[config.mk]
export PLATFORM = sky130hd
export DESIGN_NAME = eau_unit
export DESIGN_NICKNAME = d
export VERILOG_FILES = /design/src/hw/eau_pkg.sv /design/src/hw/eau_gpr.sv /design/src/hw/eau_unit.sv
export SDC_FILE = /design/constraint.sdc
export NUM_CORES = 1
export LEC_CHECK = 0
export BUFFER_PORTS_ARGS = -buffer_cell sky130_fd_sc_hd__buf_4
export CAP_MARGIN = 20
export CORE_MARGIN = 1
export CORE_UTILIZATION = 50
export DETAILED_ROUTE_END_ITERATION = 8
export HOLD_SLACK_MARGIN = 0.02
export PLACE_DENSITY = 0.71
export RECOVER_POWER = 50
export SYNTH_ARGS = -nofsm -noshare
export SYNTH_HDL_FRONTEND = slang
export SYNTH_SLANG_ARGS = --single-unit
[constraint.sdc]
create_clock -name core_clk -period 10.6 [get_ports core_clk]
set_input_delay 2.12 -clock core_clk [delete_from_list [all_inputs] [get_ports core_clk]]
set_output_delay 2.12 -clock core_clk [all_outputs]
set_load 0.01 [all_outputs]
[src/hw/eau_pkg.sv]
// constants and types shared by the effective address unit and its register file
// assumes a 16-bit address space and 8 general registers of 16 bits
package eau_pkg;

  localparam int ADDR_W = 16;
  localparam int NUM_REGS = 8;

  // addressing modes, one-hot
  typedef enum logic [9:0] {
    MD_REG     = 10'h001,
    MD_IND     = 10'h002,
    MD_DISP    = 10'h004,
    MD_POSTINC = 10'h008,
    MD_PREDEC  = 10'h010,
    MD_ABS8    = 10'h020,
    MD_ABS16   = 10'h040,
    MD_IMM     = 10'h080,
    MD_PCREL   = 10'h100,
    MD_MEMIND  = 10'h200
  } eau_mode_t;

  // instruction classes as seen by the address unit
  typedef enum logic [3:0] {
    CL_MOVE       = 4'h0,
    CL_ARITH      = 4'h1,
    CL_ARITH_IMM  = 4'h2,
    CL_WORD_ARITH = 4'h3,
    CL_ADDR_ADJ   = 4'h4,
    CL_MULDIV     = 4'h5,
    CL_BIT        = 4'h6,
    CL_BIT_REG    = 4'h7,
    CL_BRANCH     = 4'h8,
    CL_JUMP       = 4'h9,
    CL_FLAG_PUSH  = 4'ha,
    CL_FLAG_POP   = 4'hb
  } eau_cls_t;

  typedef enum logic [1:0] {
    ST_IDLE = 2'b01,
    ST_BUS  = 2'b10
  } eau_state_t;

  localparam logic [2:0] SP_IDX = 3'h7;
  localparam logic [7:0] ABS8_PAGE = 8'hff;
  localparam logic [7:0] MEMIND_PAGE = 8'h00;
  localparam logic [15:0] STEP_BYTE = 16'h0001;
  localparam logic [15:0] STEP_WORD = 16'h0002;
  localparam logic [15:0] EVEN_MASK = 16'hfffe;
  localparam int BITNUM_LSB = 4;
  localparam int FLAG_HI_LSB = 8;
  localparam logic [15:0] RST_WORD = 16'h0000;
  localparam logic [7:0] RST_BYTE = 8'h00;

endpackage : eau_pkg

[src/hw/eau_gpr.sv]
// general register file: eight 16-bit registers, byte halves addressable
// assumes one write per cycle; select bit 3 picks the lower half for bytes
`timescale 1ns/10ps
module eau_gpr #(
  parameter int NREG = eau_pkg::NUM_REGS
) (
  input wire logic core_clk,
  input wire logic rst_n,
  input wire logic [3:0] rd_sel,
  output logic [15:0] rd_word,
  output logic [7:0] rd_byte,
  input wire logic [3:0] rd2_sel,
  output logic [15:0] rd2_word,
  output logic [7:0] rd2_byte,
  input wire logic wr_en,
  input wire logic [3:0] wr_sel,
  input wire logic wr_word,
  input wire logic [15:0] wr_data
);

  logic [15:0] regs_q [NREG];

  // upper or lower half of a word by select bit 3
  function automatic logic [7:0] half_of(input logic [15:0] w, input logic lo);
    half_of = lo ? w[7:0] : w[15:8];
  endfunction : half_of

  assign rd_word = regs_q[rd_sel[2:0]];
  assign rd_byte = half_of(regs_q[rd_sel[2:0]], rd_sel[3]);
  assign rd2_word = regs_q[rd2_sel[2:0]];
  assign rd2_byte = half_of(regs_q[rd2_sel[2:0]], rd2_sel[3]);

  genvar gi;
  generate
    for (gi = 0; gi < NREG; gi++) begin : g_reg
      always_ff @(posedge core_clk or negedge rst_n) begin
        if (!rst_n) begin
          regs_q[gi] <= eau_pkg::RST_WORD;
        end else if (wr_en && wr_sel[2:0] == 3'(gi)) begin
          if (wr_word) begin
            regs_q[gi] <= wr_data;
          end else if (wr_sel[3]) begin
            regs_q[gi][7:0] <= wr_data[7:0];
          end else begin
            regs_q[gi][15:8] <= wr_data[7:0];
          end
        end
      end
    end
  endgenerate

endmodule : eau_gpr

[src/hw/eau_unit.sv]
// effective address unit: operand, address and branch target generation
// assumes the decoder holds a request stable while req_valid and not req_ready
//
// Overview of operation
// - word data accesses and fetches clear address bit 0.
// - flag push writes two copies of the flag byte; pop keeps the upper byte.
// - ten addressing modes; each class accepts only its permitted modes.
// - register direct picks a byte half or whole word by instruction class.
// - register indirect uses the 16-bit register as the operand address.
// - displacement mode address_add bytes 3 and 4 to the register, moves only.
// - post-increment uses the register, then address_add 1 or 2 to it.
// - pre-decrement subtracts 1 or 2 first, uses and keeps the result.
// - 8-bit absolute places all-ones in the upper byte; byte moves and bits.
// - 16-bit absolute only for byte moves, word moves and jumps.
// - 8-bit immediate from byte 2, 16-bit from bytes 3 and 4, word moves.
// - address adjust implies 1 or 2; bit number is a 3-bit field.
// - branches add the sign-extended byte 2 displacement to the program counter.
// - memory indirect reads the word at zero-page byte 2 as the target.
// - odd branch targets are taken as the preceding even address.
// - arithmetic uses register direct; some byte operations also take immediates.
// - data transfers take every mode but program-relative, memory indirect and word 8-bit absolute.
// - bit operations use register, indirect or 8-bit absolute; bit number immediate or register.
// - registers are byte-addressable as data, whole words as addresses.
`timescale 1ns/10ps
module eau_unit (
  input wire logic core_clk,
  input wire logic rst_n,
  input wire logic req_valid,
  output logic req_ready,
  input wire eau_pkg::eau_cls_t req_cls,
  input wire eau_pkg::eau_mode_t req_mode,
  input wire logic req_word,
  input wire logic [3:0] req_reg_sel,
  input wire logic req_bit_from_reg,
  input wire logic [3:0] req_bit_reg_sel,
  input wire logic req_bit_in_b4,
  input wire logic [7:0] ins_byte2,
  input wire logic [7:0] ins_byte3,
  input wire logic [7:0] ins_byte4,
  input wire logic [15:0] pc_in,
  input wire logic [7:0] flags_in,
  output logic done_q,
  output logic illegal_q,
  output logic [15:0] ea_q,
  output logic [15:0] operand_q,
  output logic [15:0] target_q,
  output logic [2:0] bit_num_q,
  output logic [7:0] flags_q,
  output logic mem_req_q,
  output logic mem_we_q,
  output logic [15:0] mem_addr_q,
  output logic [15:0] mem_wdata_q,
  input wire logic mem_ack,
  input wire logic [15:0] mem_rdata,
  input wire logic ext_wr_en,
  output logic ext_wr_ready,
  input wire logic [3:0] ext_wr_sel,
  input wire logic ext_wr_word,
  input wire logic [15:0] ext_wr_data
);

  eau_pkg::eau_state_t state_q;
  logic accept;
  logic legal;
  logic op_word;
  logic [15:0] reg_w;
  logic [7:0] reg_b;
  logic [15:0] rd2_w;
  logic [7:0] rd2_b;
  logic [15:0] step;
  logic [15:0] ea_raw;
  logic [15:0] operand_d;
  logic [15:0] target_d;
  logic [2:0] bit_num_d;
  logic need_bus;
  logic bus_we;
  logic [15:0] bus_addr;
  logic [15:0] bus_wdata;
  logic uw_en;
  logic [3:0] uw_sel;
  logic [15:0] uw_data;
  logic pop_ack;
  logic [15:0] pop_sp_q;
  logic pop_q;
  logic [3:0] rd2_sel;
  logic gw_en;
  logic [3:0] gw_sel;
  logic gw_word;
  logic [15:0] gw_data;

  // permitted modes per instruction class
  function automatic logic mode_ok(input eau_pkg::eau_cls_t c, input eau_pkg::eau_mode_t m,
                                   input logic w);
    mode_ok = 1'b0;
    case (c)
      eau_pkg::CL_MOVE: mode_ok = (m != eau_pkg::MD_PCREL) && (m != eau_pkg::MD_MEMIND)
                                  && !(m == eau_pkg::MD_ABS8 && w);
      eau_pkg::CL_ARITH, eau_pkg::CL_WORD_ARITH, eau_pkg::CL_ADDR_ADJ,
      eau_pkg::CL_MULDIV: mode_ok = (m == eau_pkg::MD_REG);
      eau_pkg::CL_ARITH_IMM: mode_ok = (m == eau_pkg::MD_REG)
                                       || (m == eau_pkg::MD_IMM && !w);
      eau_pkg::CL_BIT, eau_pkg::CL_BIT_REG: mode_ok = (m == eau_pkg::MD_REG)
          || (m == eau_pkg::MD_IND) || (m == eau_pkg::MD_ABS8);
      eau_pkg::CL_BRANCH: mode_ok = (m == eau_pkg::MD_PCREL);
      eau_pkg::CL_JUMP: mode_ok = (m == eau_pkg::MD_IND) || (m == eau_pkg::MD_ABS16)
                                  || (m == eau_pkg::MD_MEMIND);
      eau_pkg::CL_FLAG_PUSH, eau_pkg::CL_FLAG_POP: mode_ok = 1'b1;
      default: mode_ok = 1'b0;
    endcase
  endfunction : mode_ok

  assign req_ready = (state_q == eau_pkg::ST_IDLE);
  assign accept = req_valid && req_ready;
  assign legal = mode_ok(req_cls, req_mode, req_word)
                 && !(req_bit_from_reg && req_cls != eau_pkg::CL_BIT_REG);
  assign op_word = (req_cls == eau_pkg::CL_MOVE && req_word)
                   || req_cls == eau_pkg::CL_WORD_ARITH || req_cls == eau_pkg::CL_ADDR_ADJ
                   || req_cls == eau_pkg::CL_MULDIV;
  assign step = req_word ? eau_pkg::STEP_WORD : eau_pkg::STEP_BYTE;
  assign rd2_sel = req_bit_from_reg ? req_bit_reg_sel : {1'b0, eau_pkg::SP_IDX};

  eau_gpr u_gpr (
    .core_clk(core_clk),
    .rst_n(rst_n),
    .rd_sel(req_reg_sel),
    .rd_word(reg_w),
    .rd_byte(reg_b),
    .rd2_sel(rd2_sel),
    .rd2_word(rd2_w),
    .rd2_byte(rd2_b),
    .wr_en(gw_en),
    .wr_sel(gw_sel),
    .wr_word(gw_word),
    .wr_data(gw_data)
  );

  // address, operand and target formation in the accept cycle
  always_comb begin
    ea_raw = eau_pkg::RST_WORD;
    operand_d = eau_pkg::RST_WORD;
    target_d = eau_pkg::RST_WORD;
    need_bus = 1'b0;
    bus_we = 1'b0;
    bus_addr = eau_pkg::RST_WORD;
    bus_wdata = eau_pkg::RST_WORD;
    uw_en = 1'b0;
    uw_sel = {1'b0, req_reg_sel[2:0]};
    uw_data = eau_pkg::RST_WORD;
    if (req_cls == eau_pkg::CL_FLAG_PUSH) begin
      ea_raw = (rd2_w - eau_pkg::STEP_WORD) & eau_pkg::EVEN_MASK;
      need_bus = 1'b1;
      bus_we = 1'b1;
      bus_addr = ea_raw;
      bus_wdata = {flags_in, flags_in};
      uw_en = 1'b1;
      uw_sel = {1'b0, eau_pkg::SP_IDX};
      uw_data = rd2_w - eau_pkg::STEP_WORD;
    end else if (req_cls == eau_pkg::CL_FLAG_POP) begin
      ea_raw = rd2_w & eau_pkg::EVEN_MASK;
      need_bus = 1'b1;
      bus_addr = ea_raw;
    end else begin
      unique case (req_mode)
        eau_pkg::MD_REG: operand_d = op_word ? reg_w : {eau_pkg::RST_BYTE, reg_b};
        eau_pkg::MD_IND: ea_raw = reg_w;
        eau_pkg::MD_DISP: ea_raw = reg_w + {ins_byte3, ins_byte4};
        eau_pkg::MD_POSTINC: begin
          ea_raw = reg_w;
          uw_en = 1'b1;
          uw_data = reg_w + step;
        end
        eau_pkg::MD_PREDEC: begin
          ea_raw = reg_w - step;
          uw_en = 1'b1;
          uw_data = reg_w - step;
        end
        eau_pkg::MD_ABS8: ea_raw = {eau_pkg::ABS8_PAGE, ins_byte2};
        eau_pkg::MD_ABS16: ea_raw = {ins_byte3, ins_byte4};
        eau_pkg::MD_IMM: operand_d = req_word ? {ins_byte3, ins_byte4}
                                              : {eau_pkg::RST_BYTE, ins_byte2};
        eau_pkg::MD_PCREL: target_d = (pc_in + {{8{ins_byte2[7]}}, ins_byte2})
                                      & eau_pkg::EVEN_MASK;
        eau_pkg::MD_MEMIND: begin
          need_bus = 1'b1;
          bus_addr = {eau_pkg::MEMIND_PAGE, ins_byte2} & eau_pkg::EVEN_MASK;
          ea_raw = bus_addr;
        end
      endcase
      if (req_cls == eau_pkg::CL_ADDR_ADJ) begin
        operand_d = step;
      end
      if (req_cls == eau_pkg::CL_JUMP && req_mode != eau_pkg::MD_MEMIND) begin
        target_d = ea_raw & eau_pkg::EVEN_MASK;
      end
      if (req_word) begin
        ea_raw = ea_raw & eau_pkg::EVEN_MASK;
      end
    end
  end

  assign bit_num_d = req_bit_from_reg ? rd2_b[2:0]
                     : (req_bit_in_b4 ? ins_byte4[eau_pkg::BITNUM_LSB +: 3]
                                      : ins_byte2[eau_pkg::BITNUM_LSB +: 3]);

  // register writes: unit updates win, external port waits
  assign pop_ack = (state_q == eau_pkg::ST_BUS) && mem_ack && pop_q;
  assign ext_wr_ready = !(accept && legal && uw_en) && !pop_ack;
  always_comb begin
    gw_en = ext_wr_en;
    gw_sel = ext_wr_sel;
    gw_word = ext_wr_word;
    gw_data = ext_wr_data;
    if (pop_ack) begin
      gw_en = 1'b1;
      gw_sel = {1'b0, eau_pkg::SP_IDX};
      gw_word = 1'b1;
      gw_data = pop_sp_q + eau_pkg::STEP_WORD;
    end else if (accept && legal && uw_en) begin
      gw_en = 1'b1;
      gw_sel = uw_sel;
      gw_word = 1'b1;
      gw_data = uw_data;
    end
  end

  // sequencing
  always_ff @(posedge core_clk or negedge rst_n) begin
    if (!rst_n) begin
      state_q <= eau_pkg::ST_IDLE;
    end else begin
      unique case (state_q)
        eau_pkg::ST_IDLE: if (accept && legal && need_bus) begin
          state_q <= eau_pkg::ST_BUS;
        end
        eau_pkg::ST_BUS: if (mem_ack) begin
          state_q <= eau_pkg::ST_IDLE;
        end
      endcase
    end
  end

  // completion pulse and fault
  always_ff @(posedge core_clk or negedge rst_n) begin
    if (!rst_n) begin
      done_q <= 1'b0;
      illegal_q <= 1'b0;
    end else begin
      done_q <= (accept && !(legal && need_bus)) || (state_q == eau_pkg::ST_BUS && mem_ack);
      illegal_q <= accept && !legal;
    end
  end

  // result registers
  always_ff @(posedge core_clk or negedge rst_n) begin
    if (!rst_n) begin
      ea_q <= eau_pkg::RST_WORD;
      operand_q <= eau_pkg::RST_WORD;
      target_q <= eau_pkg::RST_WORD;
      bit_num_q <= 3'h0;
      pop_sp_q <= eau_pkg::RST_WORD;
      pop_q <= 1'b0;
    end else if (accept && legal) begin
      ea_q <= ea_raw;
      operand_q <= operand_d;
      target_q <= target_d;
      bit_num_q <= bit_num_d;
      pop_sp_q <= rd2_w;
      pop_q <= (req_cls == eau_pkg::CL_FLAG_POP);
    end else if (state_q == eau_pkg::ST_BUS && mem_ack && !pop_q && !mem_we_q) begin
      target_q <= mem_rdata & eau_pkg::EVEN_MASK;
    end
  end

  // restored flags take the upper byte only
  always_ff @(posedge core_clk or negedge rst_n) begin
    if (!rst_n) begin
      flags_q <= eau_pkg::RST_BYTE;
    end else if (pop_ack) begin
      flags_q <= mem_rdata[eau_pkg::FLAG_HI_LSB +: 8];
    end
  end

  // memory bus request, held until acknowledged
  always_ff @(posedge core_clk or negedge rst_n) begin
    if (!rst_n) begin
      mem_req_q <= 1'b0;
      mem_we_q <= 1'b0;
      mem_addr_q <= eau_pkg::RST_WORD;
      mem_wdata_q <= eau_pkg::RST_WORD;
    end else if (accept && legal && need_bus) begin
      mem_req_q <= 1'b1;
      mem_we_q <= bus_we;
      mem_addr_q <= bus_addr;
      mem_wdata_q <= bus_wdata;
    end else if (mem_ack) begin
      mem_req_q <= 1'b0;
      mem_we_q <= 1'b0;
    end
  end

  // checks
  chk_word_even: assert property (@(posedge core_clk) disable iff (!rst_n)
    $rose(done_q) && $past(accept && legal && req_word) |-> ea_q[0] == 1'b0)
    else $error("word address is odd");
  chk_flag_copies: assert property (@(posedge core_clk) disable iff (!rst_n)
    mem_req_q && mem_we_q |-> mem_wdata_q[15:8] == mem_wdata_q[7:0])
    else $error("pushed flag halves differ");
  chk_bad_mode: assert property (@(posedge core_clk) disable iff (!rst_n)
    accept && req_cls == eau_pkg::CL_BRANCH && req_mode != eau_pkg::MD_PCREL
    |=> illegal_q && done_q)
    else $error("branch with wrong mode not refused");
  chk_arith_mode: assert property (@(posedge core_clk) disable iff (!rst_n)
    accept && req_cls == eau_pkg::CL_ARITH && req_mode == eau_pkg::MD_IMM |=> illegal_q)
    else $error("arithmetic immediate not refused");
  chk_ind_addr: assert property (@(posedge core_clk) disable iff (!rst_n)
    accept && legal && req_cls == eau_pkg::CL_MOVE && req_mode == eau_pkg::MD_IND && !req_word
    |=> ea_q == $past(reg_w))
    else $error("indirect address mismatch");
  chk_predec_addr: assert property (@(posedge core_clk) disable iff (!rst_n)
    accept && legal && req_cls == eau_pkg::CL_MOVE && req_mode == eau_pkg::MD_PREDEC
    && req_word |=> ea_q == (($past(reg_w) - 16'h0002) & 16'hfffe))
    else $error("pre-decrement address wrong");
  chk_postinc_wb: assert property (@(posedge core_clk) disable iff (!rst_n)
    accept && legal && req_mode == eau_pkg::MD_POSTINC && !req_word
    && req_cls == eau_pkg::CL_MOVE |-> gw_en && gw_data == reg_w + 16'h0001)
    else $error("post-increment write-back wrong");
  chk_abs8_page: assert property (@(posedge core_clk) disable iff (!rst_n)
    accept && legal && req_mode == eau_pkg::MD_ABS8 |=> ea_q[15:8] == 8'hff)
    else $error("short absolute page wrong");
  chk_pcrel_target: assert property (@(posedge core_clk) disable iff (!rst_n)
    accept && req_cls == eau_pkg::CL_BRANCH && req_mode == eau_pkg::MD_PCREL
    |=> target_q == (($past(pc_in) + {{8{$past(ins_byte2[7])}}, $past(ins_byte2)})
        & 16'hfffe))
    else $error("relative target wrong");
  chk_memind_page: assert property (@(posedge core_clk) disable iff (!rst_n)
    $rose(mem_req_q) && !mem_we_q && !pop_q |-> mem_addr_q[15:8] == 8'h00)
    else $error("indirect pointer outside zero page");
  chk_target_even: assert property (@(posedge core_clk) disable iff (!rst_n)
    done_q |-> target_q[0] == 1'b0)
    else $error("branch target is odd");

  cov_push: cover property (@(posedge core_clk) disable iff (!rst_n)
    accept && req_cls == eau_pkg::CL_FLAG_PUSH ##[1:8] done_q);
  cov_pop: cover property (@(posedge core_clk) disable iff (!rst_n) pop_ack);
  cov_memind: cover property (@(posedge core_clk) disable iff (!rst_n)
    accept && legal && req_mode == eau_pkg::MD_MEMIND ##[1:8] done_q);
  cov_illegal: cover property (@(posedge core_clk) disable iff (!rst_n) illegal_q);

endmodule : eau_unit

==> results of run 1 <==
## cells by family after synthesis
group | Yosys count
simple gates | 519
compound gates | 441
mux | 246
flops | 232
buf+inv | 148
xor+xnor | 57
fa+ha+maj | 40
other cells | 1
## stage by stage
step	hold WS (ns)	instance area (um2)	utilization (%)	setup WS, ns	total power, uW
after floorplan	0.4497	16380	-	3.867	2059
after global placement	0.4622	18260	57.29	3.331	2489
after detailed placement	0.4642	18280	57.34	3.350	2524
after CTS	0.4786	19200	60.22	3.602	3479
after global routing	0.4984	19070	59.80	3.466	3641
final	0.4720	19070	59.80	3.526	3465
## where the power goes
part / total, uW / internal (uW) / switching, uW / leakage (uW)
clock: 953 / 576 / 377 / 0.000446
sequential: 1270 / 1110 / 159 / 0.00292
combinational: 1240 / 554 / 690 / 0.00479
## worst paths after layout
path | slack (ns) | end | cells after the start
max in group asynchronous | 4.91 | u_gpr.regs_q[97] | 2
worst max-delay path | 3.53 | ext_wr_ready | 8
worst max register to register | 5.60 | target_q[14] | 13
worst min-delay path | 0.47 | flags_q[0] | 2
min in group asynchronous | 3.05 | u_gpr.regs_q[45] | 1
worst min register to register | 0.47 | flags_q[0] | 2
## final cells by class
| class | instances | area, um2 |
|---|---|---|
| timing repair buffer | 239 | 1660 |
| clock buffer | 43 | 815.8 |
| tap | 435 | 544.3 |
| inverter | 45 | 168.9 |
| fill | 2837 | 12810 |
| sequential | 232 | 5807 |
| clock inverter | 7 | 105.1 |
| multi-input combinational | 1305 | 9965 |
## cells in the mapped netlist (10+ instances only)
cell and instances:
sky130_fd_sc_hd__nand3_1 37, sky130_fd_sc_hd__and2_1 10, sky130_fd_sc_hd__mux2_2 100, sky130_fd_sc_hd__o31ai_1 27, sky130_fd_sc_hd__nor3_1 33, sky130_fd_sc_hd__nor4_1 13, sky130_fd_sc_hd__nand2_1 194, sky130_fd_sc_hd__nor2b_1 11
sky130_fd_sc_hd__mux2i_1 54, sky130_fd_sc_hd__or3_1 13, sky130_fd_sc_hd__mux2_1 41, sky130_fd_sc_hd__ha_1 36, sky130_fd_sc_hd__buf_4 17, sky130_fd_sc_hd__o21a_1 17, sky130_fd_sc_hd__buf_2 20, sky130_fd_sc_hd__a31oi_1 28
sky130_fd_sc_hd__o21ai_1 12, sky130_fd_sc_hd__inv_1 42, sky130_fd_sc_hd__a22o_1 11, sky130_fd_sc_hd__xnor2_1 36, sky130_fd_sc_hd__o22ai_1 32, sky130_fd_sc_hd__xor2_1 21, sky130_fd_sc_hd__clkbuf_1 59, sky130_fd_sc_hd__nand4_1 11
sky130_fd_sc_hd__a211oi_1 18, sky130_fd_sc_hd__o21ai_0 78, sky130_fd_sc_hd__a21oi_1 92, sky130_fd_sc_hd__a21o_1 14, sky130_fd_sc_hd__dfrtp_1 231, sky130_fd_sc_hd__nand2b_1 15, sky130_fd_sc_hd__mux4_2 49, sky130_fd_sc_hd__nor2_1 115
## placed cells by master (no fill, tap or decap), types with 15 or more instances in the layout
| cell type | synthesis | layout |
|---|---|---|
| sky130_fd_sc_hd__xnor2_1 | 36 | 36 |
| sky130_fd_sc_hd__nand2_1 | 194 | 194 |
| sky130_fd_sc_hd__nand2b_1 | 15 | 15 |
| sky130_fd_sc_hd__o31ai_1 | 27 | 27 |
| sky130_fd_sc_hd__a21oi_1 | 92 | 92 |
| sky130_fd_sc_hd__a31oi_1 | 28 | 28 |
| sky130_fd_sc_hd__a211oi_1 | 18 | 18 |
| sky130_fd_sc_hd__nor2_1 | 115 | 115 |
| sky130_fd_sc_hd__nand3_1 | 37 | 37 |
| sky130_fd_sc_hd__inv_1 | 42 | 42 |
| sky130_fd_sc_hd__mux4_2 | 49 | 49 |
| sky130_fd_sc_hd__buf_4 | 17 | 194 |
| sky130_fd_sc_hd__o21a_1 | 17 | 17 |
| sky130_fd_sc_hd__mux2i_1 | 54 | 54 |
| sky130_fd_sc_hd__xor2_1 | 21 | 21 |
| sky130_fd_sc_hd__dfrtp_1 | 231 | 231 |
| sky130_fd_sc_hd__o21ai_0 | 78 | 77 |
| sky130_fd_sc_hd__ha_1 | 36 | 36 |
| sky130_fd_sc_hd__o22ai_1 | 32 | 32 |
| sky130_fd_sc_hd__clkbuf_1 | 59 | 51 |
| sky130_fd_sc_hd__clkbuf_16 | 0 | 27 |
| sky130_fd_sc_hd__mux2_2 | 100 | 100 |
| sky130_fd_sc_hd__mux2_1 | 41 | 41 |
| sky130_fd_sc_hd__nor3_1 | 33 | 33 |
## routing by layer
layer | share of wire, % | vias to the layer above
met5 | 0 | -
met1 | 41 | 7361
met4 | 4.6 | 0
met2 | 46 | 746
li1 | - | 6629
met3 | 8.3 | 151
## registers in the layout (all words and copies together) (netlist names)
register / flops
mem_we_q: 1
illegal_q: 1
ea_q: 16
done_q: 1
mem_req_q: 1
operand_q: 16
flags_q: 8
bit_num_q: 3
pop_q: 1
state_q: 2
u_gpr.regs_q: 128
mem_wdata_q: 8
mem_addr_q: 15
pop_sp_q: 16
target_q: 15
## tightest hold or removal path: stages (launching register included)
cell	delay, ns
sky130_fd_sc_hd__dfrtp_1	0.34
sky130_fd_sc_hd__nand2_1	0.05
sky130_fd_sc_hd__nand2_1	0.05
==> results_dict.tcl, run 1 <==
set metrics [dict create \
    dominant_cell_type_by_count_on_the_critical_path "sky130_fd_sc_hd__buf_4" \
    clock_tree.root_cell "sky130_fd_sc_hd__clkbuf_16" \
    netlist_area_um2 16380 \
    clock_insertion_delay_worst_skew_ns 0.56 \
    timing.fmax_mhz 141.4 \
    synth_top_area_share_pct 35.29 \
    crit-reg2reg-launch "u_gpr.regs_q[2]" \
    overall_fraction_of_global_route_tracks_in_use_pct 33.53 \
    cts_made_buffers 27 \
    port_buffers 208 \
    slew_violations 80 \
    synth_area_in_compound_gates_pct 18.60 \
    setup-violations-final 0 \
    yosys.cell_types.count 101 \
    initialDrtViolationCount 1403 \
    synth_edf_count 0 \
    synth_area_per_cell_um2 9.726 \
    die_h_um 183.0 \
    grt_antenna_before_repair 0 \
    wirelength_um 56240 \
    cts_hold_buffers 0 \
    synth_sequential_area_ratio_pct 35.45 \
    critPathTopFamily "simple AND/OR/NAND/NOR gates" \
    die_area_um2 33480 \
    largest_buffer_count_on_any_clock_path 3 \
    yosys_most_used_dff "sky130_fd_sc_hd__dfrtp_1" \
    io_pins 212 \
    grt_first_pass_wirelength_um 86020 \
    tightestPinTransition_ns 4.240 \
    first_global_vias 14447 \
    cp-startpoint "req_mode[9]" \
    arrival_ns 4.95 \
    status "finished, violations left" \
    timing.critical_path.from_type "primary input" \
    post_cts.resized_instances 0 \
    worst_ep_required_time_ns 8.48 \
    maxCapViolations 1 \
    gr-total-overflow 0 \
    power.ir.vdd_worst_uv 172.0 \
    clkTransAtPathRegs_ns 0.06 \
    worstSetupPathType "primary input to primary output" \
    holdCritStartpoint "flags_q[0]" \
    gr-max-usage-layer "met2" \
    crit_end_category "primary output" \
    routed_via_density 6.456 \
    synth_mux_area_share_pct 19.96 \
    synth_top_cells_by_area "sky130_fd_sc_hd__dfrtp_1, sky130_fd_sc_hd__mux2_2, sky130_fd_sc_hd__mux4_2, sky130_fd_sc_hd__nand2_1, sky130_fd_sc_hd__mux2i_1" \
    drtAntennaViolNets 0 \
    critical_path.max_stage_delay_ns 0.62 \
    tritoncts_clock_tree "built" \
    largest_net_degree_at_the_start_of_global_routing 86 \
    warnings_from_yosys 0 \
    hold_viol_final 0 \
    antenna_cells_inserted 0 \
    grt_setup_unrepaired "false" \
    crit_chain "buf_4, or4_4, nor4_1, a21oi_1, o32ai_4, a211oi_4, nor2_1, buf_4" \
    period_share_pct 66.74 \
    dominant_combinational_cell_family_by_area_after_synthesis "multiplexers" \
    route.vias.total 14887 \
    drc_violations_left 0 \
    dp.final_hpwl_um 41820 \
    crit_path_max_fanout 7 \
    power_density_nw_per_um2 181.7 \
    number_of_h_tree_branching_levels 1 \
    synthSimpleGateAreaFrac_pct 15.65 \
    dp_cells 2254 \
    routedWlPerCell_um 24.39 \
    hold_path_class "register to register" \
    fraction_of_layout_cells_with_a_size_suffix_above_1_pct 24.21 \
    final.min_clock_period_ns 7.074 \
    cell_count_after_synthesis 1684 \
    critical-path-slowest-cell "sky130_fd_sc_hd__o32ai_4" \
    drt_pre_antenna_iters 5 \
    postSynth.asyncResetShare_pct 100.0 \
    net_total_in_the_final_layout 2005 \
    flow.area_growth_from_synthesis_pct 16.41 \
    slew-limit-headroom_pct -182.7 \
    crit_buf_inv 2 \
    finClkSkew_ns 0.02482 \
    core-area_um2 31880 \
    synth_seq_cells 232 \
    place.gp.congestion 0.9687 \
    grt.met3_usage_pct 5.580 \
    groute.layer.met2.usage_pct 53.35 \
    cts.sinks 232 \
    synth-adder-area-share_pct 3.239 \
    yosys.area_share.xor_xnor_pct 3.048 \
    floorplan.die.width_um 183.0 \
    postCtsSetupBuffers 0 \
    fp-row-count 65 \
    effective_utilization_at_floorplan_pct 51.37 \
    leakagePower_uw 0.008156 \
    synth_top_area_cell "sky130_fd_sc_hd__dfrtp_1" \
    stdcell_count 2306 \
    violations "capacitance limit, slew limit" \
    groute.layer.met1.usage_pct 44.90 \
    final_layout_setup_total_negative_slack_ns 0 \
]
(Power assumes the default switching activity.)
==> inputs of run 2 (changes only) <==
- ABC_AREA: default -> 1
- PLACE_DENSITY: 0.71 -> 0.73
- clock period: 10.6 -> 5.75 ns (I/O delays scaled with it)
==> run 2 against run 1 <==
Effect of this change: the run still ends with capacitance limit, slew limit left; combinational power rose by 55%; clock skew down 0.013 ns; first-iteration DRC count rose by 51%; cell area up 8.4%; setup slack worse by 2.2 ns; flip-flop and latch count unchanged; cell count grew 49%; sequential power is 77% higher; hold slack improved by 0.0042 ns; critical path type is now primary input to register; largest cell class unchanged; largest power group unchanged; highest routed layer unchanged.
==> results_dict.tcl, run 2 <==
set metrics [dict create \
    status "finished, violations left" \
    violations "capacitance limit, slew limit" \
    route.vias.total 20057 \
    final.min_clock_period_ns 4.391 \
    power_density_nw_per_um2 291.7 \
    fp-row-count 68 \
    hold_viol_final 0 \
    routed_via_density 5.832 \
    slew_violations 59 \
    post-synth-top-count-cell "sky130_fd_sc_hd__nand2_1" \
    cts_made_buffers 28 \
    period_share_pct 76.37 \
    layout.cells.most_common_list "sky130_fd_sc_hd__nand2_1, sky130_fd_sc_hd__nand3_1, sky130_fd_sc_hd__inv_1" \
    final_layout_setup_total_negative_slack_ns 0 \
    worst_ep_required_time_ns 6.20 \
    cts.sinks 232 \
    port_buffers 208 \
    crit_path_max_fanout 30 \
    synth_top_area_cell "sky130_fd_sc_hd__dfrtp_1" \
    wirelength_um 69290 \
    synth_area_per_cell_um2 6.380 \
    flow.area_growth_from_synthesis_pct 17.67 \
    holdCritStartpoint "flags_q[3]" \
    largest_reg_flops 128 \
    first_global_vias 18798 \
    timing.fmax_mhz 227.7 \
    crit_end_category "register" \
    worst_r2r_path_depth 24 \
    worst_r2r_endpoint "u_gpr.regs_q[120]" \
    finClkSkew_ns 0.01147 \
    routedWlPerCell_um 20.15 \
    drt_pre_antenna_iters 6 \
    core-area_um2 34540 \
    clock_tree.root_cell "sky130_fd_sc_hd__clkbuf_16" \
    timing.critical_path.from_type "primary input" \
    net_total_in_the_final_layout 3116 \
    grt_antenna_before_repair 2 \
    crit-reg2reg-launch "u_gpr.regs_q[96]" \
    setup-violations-final 0 \
    effective_utilization_at_floorplan_pct 50.87 \
    gr-max-usage-layer "met2" \
    initialDrtViolationCount 2121 \
    registers.top_by_ff_count "u_gpr.regs_q" \
    floorplan.die.width_um 189.5 \
    post_cts.resized_instances 0 \
    finish.utilization_pct 59.86 \
    synth_seq_cells 232 \
    grt_first_pass_wirelength_um 105700 \
    gr-total-overflow 0 \
    drc_violations_left 0 \
    grt_setup_unrepaired "false" \
    hold_depth 2 \
    groute.layer.met1.usage_pct 49.30 \
    synth_sequential_area_ratio_pct 33.05 \
    place.gp.congestion 1.048 \
    number_of_h_tree_branching_levels 1 \
    hold_path_class "register to register" \
    postSynth.asyncResetShare_pct 100.0 \
    largest_net_degree_at_the_start_of_global_routing 127 \
    leading_cell_type_in_the_layout_fill_and_taps_excluded "sky130_fd_sc_hd__nand2_1" \
    arrival_ns 4.84 \
    cell_count_after_synthesis 2754 \
    clkTransAtPathRegs_ns 0.06 \
    largest_buffer_count_on_any_clock_path 3 \
    postCtsSetupBuffers 0 \
    tightestPinTransition_ns 3.607 \
    worst_hold_path.endpoint "flags_q[3]" \
    reg2reg_slack_ns 2.11 \
    grt.met3_usage_pct 5.653 \
    io_pins 212 \
    die_h_um 189.5 \
    synth_top_area_share_pct 32.90 \
    groute.layer.met2.usage_pct 62.72 \
    dp.final_hpwl_um 51500 \
    maxCapViolations 1 \
    postPlaceCellArea_um2 19870 \
    netlist_area_um2 17570 \
    leakagePower_uw 0.01055 \
    cts_hold_buffers 0 \
    clock_insertion_delay_worst_skew_ns 0.58 \
    drtAntennaViolNets 0 \
    synth_top_cells_by_count "sky130_fd_sc_hd__nand2_1, sky130_fd_sc_hd__nand3_1, sky130_fd_sc_hd__inv_1, sky130_fd_sc_hd__dfrtp_1, sky130_fd_sc_hd__nor2_1" \
    yosys.cell_types.count 57 \
    yosys_most_used_dff "sky130_fd_sc_hd__dfrtp_1" \
    power.ir.vdd_worst_uv 277.1 \
    final_non_filler_cell_area_um2 20680 \
    slew-limit-headroom_pct -140.5 \
    die_area_um2 35900 \
    tritoncts_clock_tree "built" \
    warnings_from_yosys 0 \
    overall_fraction_of_global_route_tracks_in_use_pct 38.37 \
    worstSetupPathType "primary input to register" \
    synth_top_cells_by_area "sky130_fd_sc_hd__dfrtp_1, sky130_fd_sc_hd__nand2_1, sky130_fd_sc_hd__nand3_1, sky130_fd_sc_hd__inv_1, sky130_fd_sc_hd__o21ai_0" \
    synth_edf_count 0 \
    fraction_of_layout_cells_with_a_size_suffix_above_1_pct 12.54 \
]
[run 2: kinds of logic (layout without fill, tap and decap cells)]
group	count (synthesis)	in the layout	synth area share, %
buffers and inverters	404	632	9.628
xor gates and xnor gates	13	13	0.6480
adders and majority gates	40	40	3.019
DFF	232	232	33.05
AOI/OAI and AO/OA	482	482	15.55
and+or+nand+nor	1582	1582	38.09
other	1	3	0.02134
[run 2: metrics by stage]
step	instances	hold slack [ns]	power [uW]	worst slack [ns]
final	3439	0.4763	6031	1.359
after global routing	3438	0.4945	6346	1.150
after CTS	3438	0.4768	6036	1.458
after detailed placement	3386	0.4638	4173	0.9622
after global placement	3386	0.4588	4109	1.001
after floorplan	2755	0.4492	3369	1.562
[run 2: worst max-delay path by stage]
stage / from / to / slack (ns) / depth (start not counted)
2_1_floorplan: req_reg_sel[0] / target_q[8] / 1.56 / 23
3_3_place_gp: req_reg_sel[0] / target_q[8] / 1.00 / 23
3_5_place_dp: req_reg_sel[1] / ea_q[13] / 0.96 / 20
4_1_cts: req_mode[9] / ext_wr_ready / 1.46 / 14
5_1_grt: req_reg_sel[1] / ea_q[9] / 1.15 / 18
6_report: req_reg_sel[1] / ea_q[13] / 1.36 / 20
[run 2: power by group]
part / switching, uW / leakage [uW] / internal [uW] / total (uW)
registers: 253 / 0.00294 / 2000 / 2250
logic: 1220 / 0.00713 / 696 / 1920
clock network: 750 / 0.000481 / 1110 / 1860
total: 2230 / 0.0105 / 3810 / 6030
[run 2: layout make-up]
class	instances	area, um2
Antenna cell	1	2.502
Clock buffer	42	853.3
Clock inverter	10	117.6
Fill cell	3397	13870
Inverter	281	1062
Multi-Input combinational cell	2119	10090
Sequential cell	232	5807
Tap cell	455	569.3
Timing Repair Buffer	299	2178
[run 2: critical path, stage by stage]
cell and delay [ns]:
sky130_fd_sc_hd__buf_4 0.38, sky130_fd_sc_hd__inv_2 0.19, sky130_fd_sc_hd__buf_4 0.32, sky130_fd_sc_hd__nand3_1 0.14
sky130_fd_sc_hd__nand3_1 0.14, sky130_fd_sc_hd__nand2_2 0.27, sky130_fd_sc_hd__inv_1 0.15, sky130_fd_sc_hd__ha_1 0.40
sky130_fd_sc_hd__nand3_1 0.10, sky130_fd_sc_hd__nand2_1 0.15, sky130_fd_sc_hd__nand3_1 0.09, sky130_fd_sc_hd__nand3_1 0.21
sky130_fd_sc_hd__a21oi_1 0.12, sky130_fd_sc_hd__or2_2 0.29, sky130_fd_sc_hd__nand3_1 0.08, sky130_fd_sc_hd__nand3_1 0.23
sky130_fd_sc_hd__nand2_1 0.12, sky130_fd_sc_hd__nand2_1 0.05, sky130_fd_sc_hd__a21boi_0 0.15, sky130_fd_sc_hd__o21ai_0 0.09
[run 2: layer usage]
metal | share of wire, % | routed length, um | vias to the layer above
li1 | - | - | 9389
met1 | 39 | 27130 | 9277
met2 | 46 | 31530 | 1184
met3 | 10 | 6993 | 207
met4 | 5.2 | 3627 | 0
met5 | 0 | 0 | -
